## src/rtl/pcts_pkg.sv

```systemverilog
// Shared constants and types of the timer set.
package pcts_pkg;
    // ----------------------------------------------------------------
    // Widths and counts
    // ----------------------------------------------------------------
    localparam int PCTS_PSC_W = 16;
    localparam int PCTS_NARROW_W = 16;
    localparam int PCTS_WIDE_W = 32;
    localparam int PCTS_NCH = 4;
    localparam int PCTS_DT_W = 8;
    localparam int PCTS_NPAIR = 5;
    localparam int PCTS_NCAP = 10;
    localparam int PCTS_NTIM = 4;
    localparam int PCTS_NDT = 3;
    localparam int PCTS_NPAIR_ADV = 3;

    // ----------------------------------------------------------------
    // Modes
    // ----------------------------------------------------------------
    typedef enum logic [1:0] {
        PCTS_UP = 2'h0,
        PCTS_DOWN = 2'h1,
        PCTS_CENTER = 2'h2
    } pcts_dir_t;

    typedef enum logic [1:0] {
        PCTS_CH_CAP = 2'h0,
        PCTS_CH_TOGGLE = 2'h1,
        PCTS_CH_PWM = 2'h2,
        PCTS_CH_OFF = 2'h3
    } pcts_ch_t;

    typedef enum logic [1:0] {
        PCTS_TRG_NONE = 2'h0,
        PCTS_TRG_START = 2'h1,
        PCTS_TRG_GATE = 2'h2,
        PCTS_TRG_CHAIN = 2'h3
    } pcts_trg_t;
endpackage

```

## src/rtl/pcts_timer.sv

```systemverilog
// One timer: prescaler, counter, trigger input and capture/compare channels.
`timescale 1ns/1ps
`default_nettype none
module pcts_timer #(
    parameter int W = 16,
    parameter int NCH = 1,
    parameter bit ENC = 1'b0
) (
    input wire logic clk,
    input wire logic rst_n,
    input wire logic en,
    input wire logic freeze,
    input wire logic opm,
    input wire logic [1:0] dir_mode,
    input wire logic [pcts_pkg::PCTS_PSC_W-1:0] psc,
    input wire logic [W-1:0] arr,
    input wire logic [1:0] trg_mode,
    input wire logic trg_pulse,
    input wire logic trg_lvl,
    input wire logic enc_mode,
    input wire logic enc_a,
    input wire logic enc_b,
    input wire logic [NCH-1:0][1:0] ch_mode,
    input wire logic [NCH-1:0][W-1:0] ccr,
    input wire logic [NCH-1:0] cap_in,
    input wire logic dma_en,
    input wire logic upd_clr,
    output logic [W-1:0] cnt_r,
    output logic upd_r,
    output logic upd_flag_r,
    output logic dma_req_r,
    output logic [NCH-1:0] ref_r,
    output logic [NCH-1:0][W-1:0] cap_val_r,
    output logic [NCH-1:0] cap_evt_r
);
    import pcts_pkg::*;
    logic [PCTS_PSC_W-1:0] psc_cnt_r;
    logic idle_r;
    logic up_r;
    logic enc_a_r;
    logic run;
    logic psc_tick;
    logic enc_on;
    logic tick;
    logic dn;
    logic wrap;
    logic [W-1:0] cnt_nxt;

    if (W < 2 || W > PCTS_WIDE_W || NCH < 1 || NCH > PCTS_NCH)
    begin : g_chk
        $error("pcts_timer: unsupported width or channel count.");
    end

    // ----------------------------------------------------------------
    // Tick generation
    // ----------------------------------------------------------------
    assign run = en && !freeze && !idle_r &&
        (trg_mode != PCTS_TRG_GATE || trg_lvl); // see RULE5
    assign psc_tick = run && psc_cnt_r == psc;
    assign enc_on = ENC && enc_mode;
    assign tick = enc_on ? (run && (enc_a ^ enc_a_r)) : // see RULE7
        (trg_mode == PCTS_TRG_CHAIN) ? (run && trg_pulse) : psc_tick;
    assign dn = enc_on ? (enc_a == enc_b) :
        (dir_mode == PCTS_DOWN) || (dir_mode == PCTS_CENTER && !up_r);
    assign wrap = tick && (dn ? cnt_r == '0 : cnt_r == arr);

    always_ff @(posedge clk or negedge rst_n)
    begin
        if (!rst_n)
            psc_cnt_r <= '0;
        else if (!run || psc_tick)
            psc_cnt_r <= '0;
        else
            psc_cnt_r <= psc_cnt_r + 1'b1; // see RULE1
    end

    always_ff @(posedge clk or negedge rst_n)
    begin
        if (!rst_n)
            idle_r <= 1'b0;
        else if (!en)
            idle_r <= trg_mode == PCTS_TRG_START;
        else if (wrap && opm)
            idle_r <= 1'b1; // see RULE3
        else if (trg_pulse && trg_mode == PCTS_TRG_START)
            idle_r <= 1'b0; // see RULE6
    end

    // ----------------------------------------------------------------
    // Counter and update event
    // ----------------------------------------------------------------
    always_comb
    begin
        cnt_nxt = cnt_r;
        if (tick && !wrap)
            cnt_nxt = dn ? cnt_r - 1'b1 : cnt_r + 1'b1;
        else if (wrap && dir_mode == PCTS_CENTER && !enc_on)
            cnt_nxt = dn ? cnt_r + 1'b1 : cnt_r - 1'b1;
        else if (wrap)
            cnt_nxt = dn ? arr : '0; // see RULE10
    end

    always_ff @(posedge clk or negedge rst_n)
    begin
        if (!rst_n)
        begin
            cnt_r <= '0;
            up_r <= 1'b1;
            enc_a_r <= 1'b0;
            upd_r <= 1'b0;
            dma_req_r <= 1'b0;
        end
        else
        begin
            cnt_r <= cnt_nxt; // see RULE1
            enc_a_r <= enc_a;
            up_r <= (dir_mode != PCTS_CENTER) ? 1'b1 : (wrap ? dn : up_r);
            upd_r <= wrap; // see RULE9
            dma_req_r <= wrap && dma_en; // see RULE7
        end
    end

    // Set wins over clear so an update in the clearing cycle is kept.
    always_ff @(posedge clk or negedge rst_n)
    begin
        if (!rst_n)
            upd_flag_r <= 1'b0;
        else if (wrap)
            upd_flag_r <= 1'b1; // see RULE10
        else if (upd_clr)
            upd_flag_r <= 1'b0;
    end

    // ----------------------------------------------------------------
    // Channels
    // ----------------------------------------------------------------
    for (genvar i = 0; i < NCH; i++)
    begin : g_ch
        logic cap_d_r;
        always_ff @(posedge clk or negedge rst_n)
        begin
            if (!rst_n)
            begin
                cap_d_r <= 1'b0;
                ref_r[i] <= 1'b0;
                cap_val_r[i] <= '0;
                cap_evt_r[i] <= 1'b0;
            end
            else
            begin
                cap_d_r <= cap_in[i];
                cap_evt_r[i] <= 1'b0;
                unique case (pcts_ch_t'(ch_mode[i]))
                    PCTS_CH_CAP:
                    begin
                        ref_r[i] <= 1'b0;
                        if (cap_in[i] && !cap_d_r)
                        begin
                            cap_val_r[i] <= cnt_r; // see RULE8
                            cap_evt_r[i] <= 1'b1;
                        end
                    end
                    PCTS_CH_TOGGLE:
                        if (tick && cnt_r == ccr[i])
                            ref_r[i] <= !ref_r[i];
                    PCTS_CH_PWM:
                        ref_r[i] <= cnt_r < ccr[i]; // see RULE3
                    PCTS_CH_OFF:
                        ref_r[i] <= 1'b0; // see RULE9
                endcase
            end
        end
    end
endmodule // pcts_timer
`default_nettype wire

```

## src/rtl/pcts_timer_set.sv

```systemverilog
// Timer set: advanced PWM timer, wide timer and two small timers.
`timescale 1ns/1ps
`default_nettype none
// How it works
// RULE1: Small timers: 16-bit upcounter, reload, 16-bit prescaler.
// RULE2: Advanced timer: three complementary pairs with dead time.
// RULE3: Four channels: capture, compare, PWM, one-pulse.
// RULE4: Debug halt freezes counter, forces outputs off.
// RULE5: General timers may freeze counter in debug.
// RULE6: Advanced and wide timers trigger each other.
// RULE7: Wide timer: own DMA requests, quadrature counting.
// RULE8: Small timers: one channel plus complementary output.
// RULE9: Any timer works as a plain time base.
// RULE10: Reload reached: restart, update event, flag, DMA.
module pcts_timer_set #(
    parameter int DT_W = pcts_pkg::PCTS_DT_W
) (
    input wire logic clk,
    input wire logic rst_n,
    input wire logic [pcts_pkg::PCTS_NTIM-1:0] en,
    input wire logic [pcts_pkg::PCTS_NTIM-1:0] opm,
    input wire logic [pcts_pkg::PCTS_NTIM-1:0] dbg_freeze,
    input wire logic [pcts_pkg::PCTS_NTIM-1:0] dma_en,
    input wire logic [pcts_pkg::PCTS_NTIM-1:0] upd_clr,
    input wire logic dbg_halt,
    input wire logic dbg_kill,
    input wire logic [pcts_pkg::PCTS_NTIM-1:0][1:0] dir_mode,
    input wire logic [pcts_pkg::PCTS_NTIM-1:0][pcts_pkg::PCTS_PSC_W-1:0] psc,
    input wire logic [pcts_pkg::PCTS_NTIM-1:0][pcts_pkg::PCTS_WIDE_W-1:0] arr,
    input wire logic [1:0][1:0] trg_mode,
    input wire logic enc_mode,
    input wire logic enc_a_pin,
    input wire logic enc_b_pin,
    input wire logic [pcts_pkg::PCTS_NCH-1:0][1:0] adv_ch_mode,
    input wire logic [pcts_pkg::PCTS_NCH-1:0][pcts_pkg::PCTS_NARROW_W-1:0]
        adv_ccr,
    input wire logic [pcts_pkg::PCTS_NCH-1:0][1:0] wide_ch_mode,
    input wire logic [pcts_pkg::PCTS_NCH-1:0][pcts_pkg::PCTS_WIDE_W-1:0]
        wide_ccr,
    input wire logic [1:0][1:0] small_ch_mode,
    input wire logic [1:0][pcts_pkg::PCTS_NARROW_W-1:0] small_ccr,
    input wire logic [pcts_pkg::PCTS_NDT-1:0][DT_W-1:0] dead_time,
    input wire logic [pcts_pkg::PCTS_NCAP-1:0] cap_pin,
    output logic [pcts_pkg::PCTS_NTIM-1:0] upd_flag,
    output logic [pcts_pkg::PCTS_NTIM-1:0] dma_req,
    output logic [pcts_pkg::PCTS_NARROW_W-1:0] adv_cnt,
    output logic [pcts_pkg::PCTS_WIDE_W-1:0] wide_cnt,
    output logic [pcts_pkg::PCTS_NARROW_W-1:0] sa_cnt,
    output logic [pcts_pkg::PCTS_NARROW_W-1:0] sb_cnt,
    output logic [pcts_pkg::PCTS_NCH-1:0][pcts_pkg::PCTS_NARROW_W-1:0] adv_cap,
    output logic [pcts_pkg::PCTS_NCH-1:0][pcts_pkg::PCTS_WIDE_W-1:0] wide_cap,
    output logic [pcts_pkg::PCTS_NARROW_W-1:0] sa_cap,
    output logic [pcts_pkg::PCTS_NARROW_W-1:0] sb_cap,
    output logic [pcts_pkg::PCTS_NCAP-1:0] cap_evt,
    output logic [pcts_pkg::PCTS_NPAIR-1:0] pwm_out,
    output logic [pcts_pkg::PCTS_NPAIR-1:0] pwm_out_n,
    output logic adv_oc4_r,
    output logic [pcts_pkg::PCTS_NCH-1:0] wide_oc
);
    import pcts_pkg::*;
    logic [PCTS_NCAP+1:0] sync1_r;
    logic [PCTS_NCAP+1:0] sync2_r;
    logic [PCTS_NTIM-1:0] frz;
    logic [PCTS_NTIM-1:0] upd;
    logic [PCTS_NTIM-1:0] upf;
    logic [PCTS_NTIM-1:0] dmq;
    logic [PCTS_NCH-1:0] adv_ref;
    logic [PCTS_NCH-1:0] adv_evt;
    logic [PCTS_NCH-1:0] wide_evt;
    logic sa_ref;
    logic sb_ref;
    logic sa_evt;
    logic sb_evt;
    logic kill;
    logic [PCTS_NPAIR-1:0] pair_ref;

    if (DT_W < 1 || DT_W > PCTS_NARROW_W)
    begin : g_chk
        $error("pcts_timer_set: unsupported dead-time width.");
    end

    // ----------------------------------------------------------------
    // Pin synchronisers
    // ----------------------------------------------------------------
    // Capture and encoder pins are asynchronous; only the second stage
    // is ever read.
    always_ff @(posedge clk or negedge rst_n)
    begin
        if (!rst_n)
        begin
            sync1_r <= '0;
            sync2_r <= '0;
        end
        else
        begin
            sync1_r <= {enc_b_pin, enc_a_pin, cap_pin};
            sync2_r <= sync1_r;
        end
    end

    assign frz = {PCTS_NTIM{dbg_halt}} & dbg_freeze; // see RULE4
    assign kill = dbg_halt && dbg_kill;
    assign upd_flag = upf;
    assign dma_req = dmq;
    assign cap_evt = {sb_evt, sa_evt, wide_evt, adv_evt};

    // ----------------------------------------------------------------
    // Timers
    // ----------------------------------------------------------------
    // The two large timers feed each other's trigger input.
    pcts_timer #(.W(PCTS_NARROW_W), .NCH(PCTS_NCH), .ENC(1'b0)) u_adv (
        .clk(clk),
        .rst_n(rst_n),
        .en(en[0]),
        .freeze(frz[0]),
        .opm(opm[0]),
        .dir_mode(dir_mode[0]),
        .psc(psc[0]),
        .arr(arr[0][PCTS_NARROW_W-1:0]),
        .trg_mode(trg_mode[0]),
        .trg_pulse(upd[1]), // see RULE6
        .trg_lvl(wide_oc[0]),
        .enc_mode(1'b0),
        .enc_a(1'b0),
        .enc_b(1'b0),
        .ch_mode(adv_ch_mode),
        .ccr(adv_ccr),
        .cap_in(sync2_r[3:0]),
        .dma_en(dma_en[0]),
        .upd_clr(upd_clr[0]),
        .cnt_r(adv_cnt),
        .upd_r(upd[0]),
        .upd_flag_r(upf[0]),
        .dma_req_r(dmq[0]),
        .ref_r(adv_ref),
        .cap_val_r(adv_cap),
        .cap_evt_r(adv_evt)
    );

    pcts_timer #(.W(PCTS_WIDE_W), .NCH(PCTS_NCH), .ENC(1'b1)) u_wide (
        .clk(clk),
        .rst_n(rst_n),
        .en(en[1]),
        .freeze(frz[1]),
        .opm(opm[1]),
        .dir_mode(dir_mode[1]),
        .psc(psc[1]),
        .arr(arr[1]),
        .trg_mode(trg_mode[1]),
        .trg_pulse(upd[0]), // see RULE6
        .trg_lvl(adv_ref[0]),
        .enc_mode(enc_mode),
        .enc_a(sync2_r[PCTS_NCAP]), // see RULE7
        .enc_b(sync2_r[PCTS_NCAP+1]),
        .ch_mode(wide_ch_mode),
        .ccr(wide_ccr),
        .cap_in(sync2_r[7:4]),
        .dma_en(dma_en[1]),
        .upd_clr(upd_clr[1]),
        .cnt_r(wide_cnt),
        .upd_r(upd[1]),
        .upd_flag_r(upf[1]),
        .dma_req_r(dmq[1]),
        .ref_r(wide_oc),
        .cap_val_r(wide_cap),
        .cap_evt_r(wide_evt)
    );

    pcts_timer #(.W(PCTS_NARROW_W), .NCH(1), .ENC(1'b0)) u_sa (
        .clk(clk),
        .rst_n(rst_n),
        .en(en[2]),
        .freeze(frz[2]),
        .opm(opm[2]),
        .dir_mode(dir_mode[2]),
        .psc(psc[2]),
        .arr(arr[2][PCTS_NARROW_W-1:0]),
        .trg_mode(PCTS_TRG_NONE),
        .trg_pulse(1'b0),
        .trg_lvl(1'b0),
        .enc_mode(1'b0),
        .enc_a(1'b0),
        .enc_b(1'b0),
        .ch_mode(small_ch_mode[0]),
        .ccr(small_ccr[0]),
        .cap_in(sync2_r[8]),
        .dma_en(dma_en[2]),
        .upd_clr(upd_clr[2]),
        .cnt_r(sa_cnt),
        .upd_r(upd[2]),
        .upd_flag_r(upf[2]),
        .dma_req_r(dmq[2]),
        .ref_r(sa_ref),
        .cap_val_r(sa_cap),
        .cap_evt_r(sa_evt)
    );

    pcts_timer #(.W(PCTS_NARROW_W), .NCH(1), .ENC(1'b0)) u_sb (
        .clk(clk),
        .rst_n(rst_n),
        .en(en[3]),
        .freeze(frz[3]),
        .opm(opm[3]),
        .dir_mode(dir_mode[3]),
        .psc(psc[3]),
        .arr(arr[3][PCTS_NARROW_W-1:0]),
        .trg_mode(PCTS_TRG_NONE),
        .trg_pulse(1'b0),
        .trg_lvl(1'b0),
        .enc_mode(1'b0),
        .enc_a(1'b0),
        .enc_b(1'b0),
        .ch_mode(small_ch_mode[1]),
        .ccr(small_ccr[1]),
        .cap_in(sync2_r[9]),
        .dma_en(dma_en[3]),
        .upd_clr(upd_clr[3]),
        .cnt_r(sb_cnt),
        .upd_r(upd[3]),
        .upd_flag_r(upf[3]),
        .dma_req_r(dmq[3]),
        .ref_r(sb_ref),
        .cap_val_r(sb_cap),
        .cap_evt_r(sb_evt)
    );

    // ----------------------------------------------------------------
    // Dead time and output shutdown
    // ----------------------------------------------------------------
    // Any change of the reference drops both outputs first, so the pair
    // is never on together; the gap is dead_time + 1 cycles.
    assign pair_ref = {sb_ref, sa_ref, adv_ref[PCTS_NPAIR_ADV-1:0]};

    for (genvar k = 0; k < PCTS_NPAIR; k++)
    begin : g_dt
        localparam int SEL = (k < PCTS_NPAIR_ADV) ? 0 : k - 2;
        logic ref_d_r;
        logic [DT_W-1:0] dt_cnt_r;
        logic hold;
        logic off;
        assign hold = pair_ref[k] != ref_d_r || dt_cnt_r != '0;
        assign off = kill && (k < PCTS_NPAIR_ADV);
        always_ff @(posedge clk or negedge rst_n)
        begin
            if (!rst_n)
            begin
                ref_d_r <= 1'b0;
                dt_cnt_r <= '0;
                pwm_out[k] <= 1'b0;
                pwm_out_n[k] <= 1'b0;
            end
            else
            begin
                ref_d_r <= pair_ref[k];
                if (pair_ref[k] != ref_d_r)
                    dt_cnt_r <= dead_time[SEL]; // see RULE2
                else if (dt_cnt_r != '0)
                    dt_cnt_r <= dt_cnt_r - 1'b1;
                pwm_out[k] <= !off && !hold && pair_ref[k]; // see RULE4
                pwm_out_n[k] <= !off && !hold && !pair_ref[k]; // see RULE8
            end
        end
    end

    always_ff @(posedge clk or negedge rst_n)
    begin
        if (!rst_n)
            adv_oc4_r <= 1'b0;
        else
            adv_oc4_r <= !kill && adv_ref[3]; // see RULE4
    end
endmodule // pcts_timer_set
`default_nettype wire

```

## config.mk

```make
export PLATFORM = sky130hd
export DESIGN_NAME = pcts_timer_set
export DESIGN_NICKNAME = d
export VERILOG_FILES = /design/src/rtl/pcts_pkg.sv /design/src/rtl/pcts_timer.sv /design/src/rtl/pcts_timer_set.sv
export SDC_FILE = /design/constraint.sdc
export NUM_CORES = 2
export LEC_CHECK = 0
export ABC_AREA = 1
export CORE_AREA = 3 3 324 326
export CTS_BUF_LIST = sky130_fd_sc_hd__clkbuf_16
export DETAILED_ROUTE_END_ITERATION = 6
export DIE_AREA = 0 0 327 329
export DONT_BUFFER_PORTS = 1
export PLACE_DENSITY = 0.54
export SYNTH_ARGS = -nofsm -noshare
export SYNTH_HDL_FRONTEND = slang
export SYNTH_SLANG_ARGS = --single-unit
```

## constraint.sdc

```tcl
create_clock -name clk -period 3.1 [get_ports clk]
set_clock_uncertainty 0.15 [all_clocks]
set_input_delay 0.62 -clock clk [delete_from_list [all_inputs] [get_ports clk]]
set_output_delay 0.62 -clock clk [all_outputs]
set_load 0.01 [all_outputs]
```

==> impl_metrics.env <==
export IMPL_ant_nets=0
export IMPL_drt_iter0_drc=2523
export IMPL_seq_area_um2=12400
export IMPL_yosysTopAreaCell="dfrtp_1"
export IMPL_syn_to_final_growth_pct=15.8
export IMPL_timing_rr_end="u_sb.idle_r"
export IMPL_pin_count=846
export IMPL_cts_max_level=2
export IMPL_numCtsBuffers=60
export IMPL_grt_pass1_vias=30600
export IMPL_fp_coreArea_um2=102000
export IMPL_worst_pin_slew_ns=1.46
export IMPL_max_stage_delay_ns=0.56
export IMPL_nFillCells=10900
export IMPL_ys_seq_area_share_pct=37.0
export IMPL_avgSynthCellArea_um2=7.21
export IMPL_fin_ws_ns=0.237
export IMPL_crit_fanout=4
export IMPL_critPathRequiredTime_ns=3.53
export IMPL_rsz0062_at_grt="no"
export IMPL_antenna_found_initial=14
export IMPL_cpMostUsedCell="inv_1"
export IMPL_clock_latency_ns=0.69
export IMPL_final_area_um2=39000
export IMPL_ys_async_sr_fraction_pct=100
export IMPL_fin_crit_ns=2.86
export IMPL_drt_first_pass_iters=7
export IMPL_drv_slew=0
export IMPL_overflow=0
export IMPL_drt_wl_total_mm=134
export IMPL_start_kind="flop"
export IMPL_die_area_um2=108000
export IMPL_vias=31900
export IMPL_layout_worst_path_cycle_share_pct=92.4
export IMPL_grt_max_degree=498
export IMPL_max_freq_mhz=349
export IMPL_grt_pass1_wl_mm=197
export IMPL_gp_congestion=0.971
export IMPL_worstPathArrival_ns=3.29
export IMPL_cp_end_kind="flop"
export IMPL_ys_types=55
export IMPL_synthCells=4667
export IMPL_rr_worst_depth=12
export IMPL_die_w_um=327
export IMPL_cts_sinks=497
export IMPL_cts_hold_buffers=99
export IMPL_multi_input_area_um2=18100
export IMPL_whs_ns=-0.492
export IMPL_synth_seq_cells=497
export IMPL_synth_edf_count=0
export IMPL_reg2reg_from="u_sb.cnt_r[0]"
export IMPL_place_area_um2=36000
export IMPL_finalPower_mw=25.8
export IMPL_crit_slowest_cell="dlygate4sd3_1"
export IMPL_nets=5581
export IMPL_die_h_um=329
export IMPL_preCtsSetupSlack_ns=0.196
export IMPL_status="complete, but fails checks"
export IMPL_drv_cap=0
export IMPL_clk_path_buf_depth=3
export IMPL_hpwl_mm=104
export IMPL_synth_most_common_cell="nand2_1"
export IMPL_timing_slew_headroom_pct=2.37
export IMPL_drc=0
export IMPL_wl_per_cell_um=21.4
export IMPL_synth_area_leaders="dfrtp_1, nand2_1, ha_1, inv_1, o21ai_0"
export IMPL_hold_class="in2async"
export IMPL_violations="negative hold slack"
export IMPL_yosysTopAreaCellShare_pct=36.6
export IMPL_std_cell_rows=117
export IMPL_port_buffers=0
export IMPL_setup_violations=0
export IMPL_grtUsageTotal_pct=24.0
export IMPL_tns_ns=0
export IMPL_viasPerCell=5.10
export IMPL_r2r_setup_slack_ns=0.24
export IMPL_crit_type="reg2reg"
export IMPL_cts_root_buf="clkbuf_16"
export IMPL_synthFlopType="dfrtp_1"
export IMPL_crit_chain="inv_1, ha_1, inv_1, nor3_2, nand4_1, nor2_1, nand3_1, a21oi_2, buf_4, nand2_1, a21boi_0, dlygate4sd3_1"
export IMPL_post_cts_setup_buffer_count=0
export IMPL_crit_buf_inv=4
export IMPL_power_density_nw_per_um2=661
export IMPL_clkTransAtPathRegs_ns=0.06
export IMPL_initial_utilization_pct=33.0
export IMPL_cts_tree="yes"
export IMPL_synth_fp_nets=5417
export IMPL_hold_violations=495
export IMPL_layout_drive_gt1_share_pct=7.01
export IMPL_final_cell_count_no_fill=6253
export IMPL_leakage_nw=19.1
export IMPL_dp_cells=6038
export IMPL_synth_common_cells="nand2_1, inv_1, dfrtp_1, nor2_1, o21ai_0"
export IMPL_cpLargestDelayFamily="buffers and inverters"
export IMPL_ys_warn_count=0
export IMPL_synth_area_um2=33700
export IMPL_vdd_drop_max_mv=0.496
worst reg2reg max path: stages (launching register included):
cell and delay (ns):
dfrtp_1 0.38, inv_1 0.08, ha_1 0.19, inv_1 0.07
nor3_2 0.22, nand4_1 0.23, nor2_1 0.14, nand3_1 0.16
a21oi_2 0.27, buf_4 0.18, nand2_1 0.05, a21boi_0 0.13
dlygate4sd3_1 0.56
what timing repair did:
action                                  4_1_cts  5_1_grt
endpoints found under the setup margin        0        2
endpoints found under the hold margin       605      496
resized for setup                             0        3
logic make-up (layout without fill, tap and decap cells):
| group | count (synthesis) | after routing | synth area share, % |
|---|---|---|---|
| AND/OR/NAND/NOR | 2118 | 2118 | 26.6 |
| buffers and inverters | 800 | 1012 | 9.32 |
| AO/OA/AOI/OAI | 799 | 799 | 12.7 |
| XOR/XNOR | 212 | 212 | 5.51 |
| adder cells (fa/ha/maj) | 241 | 241 | 8.96 |
| flip-flops | 497 | 497 | 37.0 |
| other | 0 | 6 | 0 |
worst max-delay path by stage:
stage | cells after the start | to | start | slack, ns
CTS | 11 | u_sb.idle_r | u_sb.psc_cnt_r[13] | 0.07
global route | 11 | u_sb.idle_r | u_sb.cnt_r[8] | 0.008
detailed placement | 11 | u_wide.ref_r[0] | u_wide.cnt_r[13] | 0.20
floorplan | 11 | u_adv.cnt_r[0] | u_adv.cnt_r[0] | 0.72
global placement | 11 | u_wide.ref_r[0] | u_wide.cnt_r[13] | 0.21
finish | 12 | u_sb.idle_r | u_sb.cnt_r[0] | 0.24
power breakdown:
| part | leakage (nW) | internal (mW) | switching (mW) | total [mW] |
|---|---|---|---|---|
| Clock | 0.969 | 4.13 | 3.11 | 7.24 |
| Sequential | 6.15 | 7.83 | 1.84 | 9.67 |
| Combinational | 12.0 | 3.13 | 5.73 | 8.86 |
| Total | 19.1 | 15.1 | 10.7 | 25.8 |
layer usage:
layer  track usage, %  vias up  share of wire [%]
li1                 -    15500                  -
met1             29.4    14900                 41
met3             6.91      217                9.0
met2             40.0     1284                 46
met4             8.77       10                3.9
met5                0        -              0.054
area by class of cell:
type	count	share of cell area, %
diodes	6	0.0385
inverters	623	6.00
repair buffers	279	6.10
multi-input cells	3370	46.4
clock inverters	50	1.29
well taps	1368	4.39
clock buffers	60	3.85
flip-flops and latches	497	31.9
flip-flops by register name (all words and copies together) (netlist names), 5 cells and up:
| name | count |
|---|---|
| u_wide.cap_val_r | 128 |
| u_adv.cap_val_r | 64 |
| g_dt.dt_cnt_r | 40 |
| u_wide.cnt_r | 32 |
| u_adv.cnt_r | 16 |
| u_adv.psc_cnt_r | 16 |
| u_sa.cap_val_r | 16 |
| u_sa.cnt_r | 16 |
| u_sa.psc_cnt_r | 16 |
| u_sb.cap_val_r | 16 |
| u_sb.cnt_r | 16 |
| u_sb.psc_cnt_r | 16 |
| u_wide.psc_cnt_r | 16 |
| sync1_r | 12 |
| sync2_r | 12 |
| g_dt.ref_d_r | 5 |
| pwm_out | 5 |
| pwm_out_n | 5 |
stage by stage:
step / util (%) / hold slack (ns)
2_1_floorplan: - / 0.174
3_3_place_gp: 35.3 / 0.183
3_5_place_dp: 35.3 / 0.185
4_1_cts: 38.2 / -0.539
5_1_grt: 38.2 / -0.537
6_report: 38.2 / -0.492
cell usage in the layout, fill, tap and decap left out, drive strengths merged, types with 6 or more instances in the layout:
cell type / synthesis / final
clkinvlp: 0 / 8
dlygate4sd3: 0 / 99
a31oi: 35 / 35
nor2: 459 / 459
bufinv: 0 / 7
dfrtp: 493 / 493
o22ai: 16 / 16
a211oi: 7 / 7
o221ai: 8 / 8
o21ai: 422 / 422
diode: 0 / 6
ha: 241 / 241
nand4: 109 / 109
nand3b: 6 / 6
nor4: 13 / 13
and3: 16 / 16
inv: 613 / 619
xnor2: 43 / 43
xor2: 169 / 169
o21a: 7 / 7
nand2: 1136 / 1136
clkinv: 10 / 39
clkbuf: 110 / 60
or2: 26 / 26
buf: 67 / 180
nor3b: 12 / 12
o211ai: 28 / 28
nor3: 83 / 83
a21oi: 255 / 255
nand3: 252 / 252
No activity file was read; power rests on OpenSTA's default activity.
